### config.mk
export PLATFORM = sky130hd
export DESIGN_NAME = reset_cause_clock_config
export DESIGN_NICKNAME = d
export VERILOG_FILES = /design/src/hdl/rc_pkg.sv /design/src/hdl/reset_cause_clock_config.sv
export VERILOG_INCLUDE_DIRS = /design/src /design/src/hdl
export SDC_FILE = /design/constraint.sdc
export NUM_CORES = 1
export LEC_CHECK = 0
export BUFFER_PORTS_ARGS = -buffer_cell sky130_fd_sc_hd__buf_2
export CORE_ASPECT_RATIO = 0.8
export CORE_UTILIZATION = 45
export DETAILED_ROUTE_END_ITERATION = 8
export PLACE_DENSITY = 0.79
export SYNTH_ARGS = -nofsm -noshare
export SYNTH_HDL_FRONTEND = slang
export SYNTH_SLANG_ARGS = --single-unit
### constraint.sdc
create_clock -name clk -period 3.29 [get_ports clk]
set_input_delay 0.1645 -clock clk [delete_from_list [all_inputs] [get_ports clk]]
set_output_delay 0.1645 -clock clk [all_outputs]
set_load 0.01 [all_outputs]
### src/hdl/rc_cfg.svh
// Register offsets, field positions and reset values for reset cause and clock config
`ifndef RC_CFG_SVH
`define RC_CFG_SVH
`define RC_CAUSE_OFS 12'h05C
`define RC_CONFIG_OFS 12'h060
`define RC_IRQ_STAT_OFS 12'h064
`define RC_IRQ_MASK_OFS 12'h068
`define RC_CAUSE_W 6
`define RC_CAUSE_PIN 0
`define RC_CAUSE_POR 1
`define RC_CAUSE_BROWN 2
`define RC_CAUSE_WDOG 3
`define RC_CAUSE_SOFT 4
`define RC_CAUSE_REG 5
`define RC_AUTOGATE_BIT 27
`define RC_DIV_HI 26
`define RC_DIV_LO 23
`define RC_USEDIV_BIT 22
`define RC_USEPWM_BIT 20
`define RC_PWMCODE_HI 19
`define RC_PWMCODE_LO 17
`define RC_PWRDN_BIT 13
`define RC_OEN_BIT 12
`define RC_BYPASS_BIT 11
`define RC_CONFIG_RESET 32'h078E3800
`define RC_CONFIG_WMASK 32'h0FDE3800
`define RC_PWM_MAX_CODE 3'h5
`define RC_DIV_RESERVED 4'h0
`define RC_DIV_MIN_LEGAL 4'h1
`endif

### src/hdl/rc_pkg.sv
// Types shared by the reset cause and clock configuration block
package rc_pkg;
	typedef enum logic [1:0] {
		GATE_RUN = 2'b00,
		GATE_SLEEP = 2'b01,
		GATE_DEEP = 2'b10
	} gate_sel_t;
endpackage : rc_pkg

### src/hdl/reset_cause_clock_config.sv
// Reset cause recording and run-mode clock configuration with register port
//
// Local design decision: the address-and-strobe port.
`timescale 1ns/1ns
`include "rc_cfg.svh"
module reset_cause_clock_config #(
	parameter int GATE_W = 32
) (
	input wire logic clk,
	input wire logic reset,
	input wire logic [11:0] addr,
	input wire logic [31:0] wdata,
	input wire logic wr,
	input wire logic rd,
	output logic [31:0] rdata,
	input wire logic regulatorLossEvt,
	input wire logic softwareEvt,
	input wire logic watchdogEvt,
	input wire logic brownoutEvt,
	input wire logic powerOnEvt,
	input wire logic pinResetEvt,
	input wire logic sleepMode,
	input wire logic deepSleepMode,
	input wire logic [GATE_W-1:0] runGating,
	input wire logic [GATE_W-1:0] sleepGating,
	input wire logic [GATE_W-1:0] deepSleepGating,
	input wire logic [3:0] minimumDivisorLimit,
	output logic [GATE_W-1:0] periphClkEnable,
	output logic sysClkFromOsc,
	output logic sysClkTick,
	output logic pwmClkTick,
	output logic pllPowerDown,
	output logic pllOutputDisable,
	output logic irq
);

	// ----------------------------------------------------------------
	// Register state
	// ----------------------------------------------------------------
	logic [5:0] causeFlags_q;
	logic [5:0] causeEvt;
	logic [5:0] irqStatus_q;
	logic [5:0] irqMask_q;
	logic [31:0] config_q;
	logic [31:0] rdata_q;
	logic [31:0] rdata_d;
	logic autoSleepGating;
	logic [3:0] systemClockDivisorCode;
	logic dividerSelect;
	logic pwmPrescalerSelect;
	logic [2:0] pwmPrescaleCode;
	logic bypass;
	logic useDivider;
	logic [3:0] effDiv_d;
	logic [3:0] effDiv_q;
	logic [3:0] divCnt_q;
	logic [5:0] pwmCnt_q;
	logic [2:0] pwmShift;
	logic pwmHit;
	logic [5:0] pwmMaskBits;
	logic sysTick_q;
	logic pwmTick_q;
	rc_pkg::gate_sel_t gateSel;
	logic [GATE_W-1:0] periphEn_q;

	assign causeEvt[`RC_CAUSE_REG] = regulatorLossEvt;
	assign causeEvt[`RC_CAUSE_SOFT] = softwareEvt;
	assign causeEvt[`RC_CAUSE_WDOG] = watchdogEvt;
	assign causeEvt[`RC_CAUSE_BROWN] = brownoutEvt;
	assign causeEvt[`RC_CAUSE_POR] = powerOnEvt;
	assign causeEvt[`RC_CAUSE_PIN] = pinResetEvt;

	assign autoSleepGating = config_q[`RC_AUTOGATE_BIT];
	assign systemClockDivisorCode = config_q[`RC_DIV_HI:`RC_DIV_LO];
	assign dividerSelect = config_q[`RC_USEDIV_BIT];
	assign pwmPrescalerSelect = config_q[`RC_USEPWM_BIT];
	assign pwmPrescaleCode = config_q[`RC_PWMCODE_HI:`RC_PWMCODE_LO];
	assign bypass = config_q[`RC_BYPASS_BIT];

	// ----------------------------------------------------------------
	// Reset cause flags
	// ----------------------------------------------------------------
	always_ff @(posedge clk or posedge reset) begin
		if (reset) begin
			causeFlags_q <= 6'h00;
		end else if (pinResetEvt) begin
			causeFlags_q <= 6'h01;
		end else if (wr && addr == `RC_CAUSE_OFS) begin
			causeFlags_q <= wdata[5:0] | causeEvt;
		end else begin
			causeFlags_q <= causeFlags_q | causeEvt;
		end
	end

	// ----------------------------------------------------------------
	// Interrupt status and mask
	// ----------------------------------------------------------------
	always_ff @(posedge clk or posedge reset) begin
		if (reset) begin
			irqStatus_q <= 6'h00;
		end else if (wr && addr == `RC_IRQ_STAT_OFS) begin
			irqStatus_q <= (irqStatus_q & ~wdata[5:0]) | causeEvt;
		end else begin
			irqStatus_q <= irqStatus_q | causeEvt;
		end
	end

	always_ff @(posedge clk or posedge reset) begin
		if (reset) begin
			irqMask_q <= 6'h00;
		end else if (wr && addr == `RC_IRQ_MASK_OFS) begin
			irqMask_q <= wdata[5:0];
		end
	end

	assign irq = |(irqStatus_q & irqMask_q);

	// ----------------------------------------------------------------
	// Run clock configuration
	// ----------------------------------------------------------------
	always_ff @(posedge clk or posedge reset) begin
		if (reset) begin
			config_q <= `RC_CONFIG_RESET;
		end else if (wr && addr == `RC_CONFIG_OFS) begin
			config_q <= wdata & `RC_CONFIG_WMASK;
		end
	end

	assign pllPowerDown = config_q[`RC_PWRDN_BIT];
	assign pllOutputDisable = config_q[`RC_OEN_BIT];
	assign sysClkFromOsc = bypass;

	// ----------------------------------------------------------------
	// Read port
	// ----------------------------------------------------------------
	always_comb begin
		rdata_d = 32'h00000000;
		case (addr)
			`RC_CAUSE_OFS: rdata_d = {26'h0000000, causeFlags_q};
			`RC_CONFIG_OFS: rdata_d = config_q;
			`RC_IRQ_STAT_OFS: rdata_d = {26'h0000000, irqStatus_q};
			`RC_IRQ_MASK_OFS: rdata_d = {26'h0000000, irqMask_q};
			default: rdata_d = 32'h00000000;
		endcase
	end

	always_ff @(posedge clk or posedge reset) begin
		if (reset) begin
			rdata_q <= 32'h00000000;
		end else if (rd) begin
			rdata_q <= rdata_d;
		end else begin
			rdata_q <= 32'h00000000;
		end
	end

	assign rdata = rdata_q;

	// ----------------------------------------------------------------
	// System clock divider
	// ----------------------------------------------------------------
	assign useDivider = dividerSelect | ~bypass;

	always_comb begin
		effDiv_d = systemClockDivisorCode;
		if (effDiv_d == `RC_DIV_RESERVED) begin
			effDiv_d = `RC_DIV_MIN_LEGAL;
		end
		if (!bypass && effDiv_d < minimumDivisorLimit) begin
			effDiv_d = minimumDivisorLimit;
		end
	end

	always_ff @(posedge clk or posedge reset) begin
		if (reset) begin
			effDiv_q <= 4'hF;
		end else begin
			effDiv_q <= effDiv_d;
		end
	end

	always_ff @(posedge clk or posedge reset) begin
		if (reset) begin
			divCnt_q <= 4'h0;
		end else if (!useDivider || divCnt_q >= effDiv_q) begin
			divCnt_q <= 4'h0;
		end else begin
			divCnt_q <= divCnt_q + 4'h1;
		end
	end

	always_ff @(posedge clk or posedge reset) begin
		if (reset) begin
			sysTick_q <= 1'b0;
		end else begin
			sysTick_q <= !useDivider || divCnt_q >= effDiv_q;
		end
	end

	assign sysClkTick = sysTick_q;

	// ----------------------------------------------------------------
	// PWM prescaler
	// ----------------------------------------------------------------
	assign pwmShift = (pwmPrescaleCode > `RC_PWM_MAX_CODE) ? `RC_PWM_MAX_CODE : pwmPrescaleCode;
	assign pwmMaskBits = 6'(7'h02 << pwmShift) - 6'h01;
	assign pwmHit = (pwmCnt_q & pwmMaskBits) == pwmMaskBits;

	always_ff @(posedge clk or posedge reset) begin
		if (reset) begin
			pwmCnt_q <= 6'h00;
		end else begin
			pwmCnt_q <= pwmCnt_q + 6'h01;
		end
	end

	always_ff @(posedge clk or posedge reset) begin
		if (reset) begin
			pwmTick_q <= 1'b0;
		end else begin
			pwmTick_q <= pwmPrescalerSelect ? pwmHit : 1'b1;
		end
	end

	assign pwmClkTick = pwmTick_q;

	// ----------------------------------------------------------------
	// Peripheral clock gating
	// ----------------------------------------------------------------
	always_comb begin
		gateSel = rc_pkg::GATE_RUN;
		if (autoSleepGating && deepSleepMode) begin
			gateSel = rc_pkg::GATE_DEEP;
		end else if (autoSleepGating && sleepMode) begin
			gateSel = rc_pkg::GATE_SLEEP;
		end
	end

	always_ff @(posedge clk or posedge reset) begin
		if (reset) begin
			periphEn_q <= '0;
		end else begin
			case (gateSel)
				rc_pkg::GATE_SLEEP: periphEn_q <= sleepGating;
				rc_pkg::GATE_DEEP: periphEn_q <= deepSleepGating;
				default: periphEn_q <= runGating;
			endcase
		end
	end

	assign periphClkEnable = periphEn_q;
endmodule : reset_cause_clock_config

## Word level (Yosys, flattened, before mapping)

Cells that the tools add are included.
W data, S select, Z words.

- Shift operators: 1
- Bitwise logic cells: 10
- Magnitude comparators: 3
- Reduce and logical (&&, ||, !) cells: 12
- Mux-type cells: 13
- $add $sub $neg: 3
- Equal/unequal tests: 7

Operators by type and width:

| kind | count |
|---|---|
| $pmux W28 S4 | 1 |
| $pmux W32 S2 | 1 |
| $eq A12 B7 Y1 const B | 4 |
| $mux W32 | 1 |
| $or A6 B6 Y6 | 4 |
| $and A6 B6 Y6 | 3 |
| $mux W6 | 3 |
| $mux W4 | 3 |
| $logic_and A1 B1 Y1 | 7 |
| $add A6 B1 Y6 const B | 1 |
| $eq A6 B6 Y1 | 1 |
| $not A6 Y6 | 1 |
| $reduce_or A6 Y1 | 1 |
| $shl A2 B3 Y6 const A | 1 |
| $sub A6 B1 Y6 const B | 1 |
| $add A4 B1 Y4 const B | 1 |
| $ge A4 B4 Y1 | 1 |
| $logic_not A4 Y1 | 1 |
| $lt A4 B4 Y1 | 1 |
| $gt A3 B3 Y1 const B | 1 |
| $mux W3 | 1 |
| $eq A2 B1 Y1 const B | 1 |
| $eq A2 B2 Y1 const B | 1 |
| $logic_not A1 Y1 | 2 |
| other kinds (5) | 6 |

- Output and inout port bits: 70
- Input port bits: 156
- Register bits: 111
- Word-level logic and storage cells: 60

## Depth between registers and ports, before layout

- Depth after elaboration: 7
- Gate-level depth with buffers: 6
- Gate-level depth less buffers: 6

## Least setup slack after synthesis

OpenSTA, ideal clock, no wires.

- Path type: register to register
- From: reg config_q[24]
- To: reg effDiv_q[1]
- Slack: 1.543 ns
- Arrival time: 1.665 ns
- Cell stages (with the launch flop): 7
- Period minus slack after synthesis: 1.747 ns
- Required time: 3.208 ns
- Path buffers: 1
- Setup time: 0.082 ns
- Cell sequence: dfstp_2 -> clkbuf_1 -> ha_1 -> or4_1 -> o32ai_1 -> a31oi_1 -> mux2_2

- Word-level cells in the longest chain between the ends: 5

RTL lines:

| element | line | source |
|---|---|---|
| from (decl) | reset_cause_clock_config.sv:44 | `logic [31:0] config_q;` |
| from (signal assigned) | reset_cause_clock_config.sv:123 | `` config_q <= `RC_CONFIG_RESET; `` |
| from (signal assigned) | reset_cause_clock_config.sv:125 | `` config_q <= wdata & `RC_CONFIG_WMASK; `` |
| $logic_not A4 Y1 (no line) | - |  |
| $mux W4 (*) | reset_cause_clock_config.sv:166 | `` if (effDiv_d == `RC_DIV_RESERVED) begin `` |
| $lt A4 B4 Y1 | reset_cause_clock_config.sv:169 | `if (!bypass && effDiv_d < minimumDivisorLimit) begin` |
| $logic_and A1 B1 Y1 | reset_cause_clock_config.sv:169 |  |
| $mux W4 (*) | reset_cause_clock_config.sv:169 |  |
| named net effDiv_d[1] | reset_cause_clock_config.sv:54 | `logic [3:0] effDiv_d;` |
| to (signal assigned) | reset_cause_clock_config.sv:178 | `effDiv_q <= effDiv_d;` |
| to (decl) | reset_cause_clock_config.sv:55 | `logic [3:0] effDiv_q;` |

The timed path passes the listed nets; every way through them passes the cells marked *.
A chain may end at the register's enable or synchronous reset.

## Worst setup path after layout

- From: in addr[1]
- To: reg irqMask_q[1]

- Word-level cells in the longest chain between the ends: 2

RTL lines:

| element | line | source |
|---|---|---|
| from (decl) | reset_cause_clock_config.sv:11 | `input wire logic [11:0] addr,` |
| $eq A12 B7 Y1 | - |  |
| $logic_and A1 B1 Y1 (no line) | - |  |
| to (signal assigned) | reset_cause_clock_config.sv:112 | `irqMask_q <= wdata[5:0];` |
| to (decl) | reset_cause_clock_config.sv:43 | `logic [5:0] irqMask_q;` |

Every way passes these cells.

==> flow_summary.ini <==
[clock_network]
insertion_delay_ns = 0.34
cts_htree_levels = 3
cts_tree = done
clock-sinks = 98
cts_buffer_depth = 2
root_buffer = clkbuf_16
cts-resized-gates = 0
post-cts-setup-buffers = 0
postCtsHoldBufs = 0
path_clk_slew_ns = 0.07
cts_inserted_buffers = 9

[synth]
syn_area_sq_um = 4560
synth_warnings = 0
synth_ff_type = dfrtp_1
ys_seq_area_share_pct = 54.1
synthCells = 375
synth-edff-count = 0
async_flop_share_pct = 100
ys_types = 48
ys_ff_latch = 98
synth_area_per_cell_sq_um = 12.2

[floorplanning]
die_x_microns = 115
start_util_pct = 46.9
die_h_microns = 92.1
coreArea_sq_um = 9730
row_count = 32
io_pins = 226
dieArea_sq_um = 10500

[grt]
grt_pass1_wl_microns = 18100
grt-ovfl-total = 0
grt_max_degree = 86
antenna_found_initial = 1
grt_use_total_pct = 22.2
grt_pass1_vias = 3693

[layout]
layout_common_cells = buf_2 (199), dfrtp_1 (84), a22o_1 (64)
multi_input_area_sq_um = 1890
seq_area_sq_um = 2470
final_common_cell = buf_2
drive_above_1_share_pct = 46.0
final_net_count = 731
layout-area-overhead-vs-synth_pct = 29.2
fillers = 831

[power]
cellPowerDensity_nw_per_um2 = 451
cellLeakagePower_uw = 0.00301
peakVddDrop_mv = 0.227

[setup_path]
path_class = input port to flop
worst_setup_path_start_kind = input port
end_kind = flop
crit_required_ns = 3.50
arrival_ns = 2.10
crit_fanout = 9

[route]
final_antenna_net_count = 0
vias_per_cell = 5.33
wl_per_cell_microns = 16.4
drc = 0
first_pass_iters = 4
dr.first_iter.drc_count = 175
drt-total-wl_microns = 11600
dr_total_vias = 3766

[timing]
fin_crit_ns = 1.88
fmax_mhz = 531
hold_violations = 0
worst_pin_slew_ns = 1.02
setup_viol = 0
relSlewSlack_pct = 32.3
setup_ws_ns = 1.41
rsz0062_at_grt = false
period_share_pct = 57.3
fin_tns_setup_ns = 0
finalClockSkew_ns = 0.0125
slew_violations = 0

[run]
maxCapViolations = 0

[min_path]
hold_class = input port to flop

[run_status]
outcome = completed

[placed_design]
io_buffer_count = 199
dp_slack_ns = 1.12
gp_congestion = 0.918
dp_hpwl_microns = 8760
==> routing by layer <==
metal,part of all wire (%),GRT usage [%]
met3,7.2,4.82
met5,0,0
met2,50,37.1
met1,41,28.8
met4,1.3,7.14
==> layout make-up <==
class / instances / area share, %
sequential: 98 / 41.9
multi-input combinational: 240 / 32.1
timing repair buffer: 204 / 17.5
clock buffer: 10 / 3.89
tap: 136 / 2.89
clock inverter: 6 / 0.828
inverter: 12 / 0.807
antenna: 1 / 0.0425
==> state kept, by name, indices dropped and copies added (netlist names) <==
name / flops
periphClkEnable: 32
rdata: 19
config_q: 13
causeFlags_q: 6
irqMask_q: 6
irqStatus_q: 6
pwmCnt_q: 6
divCnt_q: 4
effDiv_q: 4
pwmClkTick: 1
sysClkTick: 1
==> cells by family (layout without fill, tap and decap cells) <==
kind of cell	Yosys count	after routing	share of synthesized area, %
AOI/OAI and AO/OA	116	116	20.5
DFF	98	98	54.1
and+or+nand+nor	72	72	9.44
buffers and inverters	49	232	5.54
muxes	22	22	6.25
adders and majority gates	10	10	2.74
xor gates and xnor gates	7	7	1.34
other	1	14	0.0822
==> report_power, final <==
part	switching (uW)	internal (uW)
logic	199	191
registers	30.6	1260
clock network	456	522
==> cells in the mapped netlist, types with 2 or more instances <==
| cell type | count | area share, % |
|---|---|---|
| nor2b_1 | 3 | 0.41 |
| a21o_1 | 8 | 1.3 |
| and4b_1 | 2 | 0.44 |
| buf_4 | 14 | 2.3 |
| clkbuf_1 | 20 | 1.6 |
| xor2_1 | 2 | 0.38 |
| a22oi_1 | 3 | 0.49 |
| o21ai_0 | 6 | 0.66 |
| xnor2_1 | 5 | 0.96 |
| and2_1 | 14 | 1.9 |
| nor2_1 | 6 | 0.49 |
| inv_1 | 12 | 0.99 |
| and3_1 | 3 | 0.41 |
| nor3b_1 | 2 | 0.33 |
| buf_6 | 2 | 0.49 |
| mux2_4 | 10 | 3.3 |
| a32oi_1 | 6 | 1.2 |
| dfstp_2 | 14 | 8.1 |
| nor3_1 | 2 | 0.22 |
| mux2_2 | 12 | 3.0 |
| a21oi_1 | 11 | 1.2 |
| ha_1 | 10 | 2.7 |
| dfrtp_1 | 84 | 46 |
| a31oi_1 | 6 | 0.82 |
| a22o_1 | 64 | 12 |
| nand3_1 | 11 | 1.2 |
| nand2_1 | 18 | 1.5 |
| a2111oi_1 | 5 | 1.1 |
==> worst max-delay path, stage by stage <==
cell	delay [ns]
buf_2	0.12
nor4b_4	0.48
and4b_1	0.52
and3_1	0.42
mux2_2	0.38
==> path summary, 6_finish.rpt <==
path	from	to	slack, ns	depth (start not counted)
max	addr[1]	irqMask_q[1]	1.41	5
min	watchdogEvt	irqStatus_q[3]	0.02	2
max reg2reg	config_q[25]	effDiv_q[3]	1.43	5
min reg2reg	pwmCnt_q[5]	pwmCnt_q[5]	0.48	1
max in group asynchronous	reset	effDiv_q[0]	2.46	3
min in group asynchronous	reset	periphClkEnable[12]	0.06	2
==> through the flow <==
stage	hold slack, ns	instance area [sq um]	util, %	cells	total power [uW]
global placement	0.357	5610	57.7	690	1680
finish	0.0201	5890	60.6	707	2660
detailed placement	0.361	5610	57.7	690	1700
CTS	0.00829	5890	60.5	706	2690
global route	0.0161	5890	60.6	707	2780
floorplan	0.228	4610	-	387	1540
No activity file was read; power rests on OpenSTA's default activity.
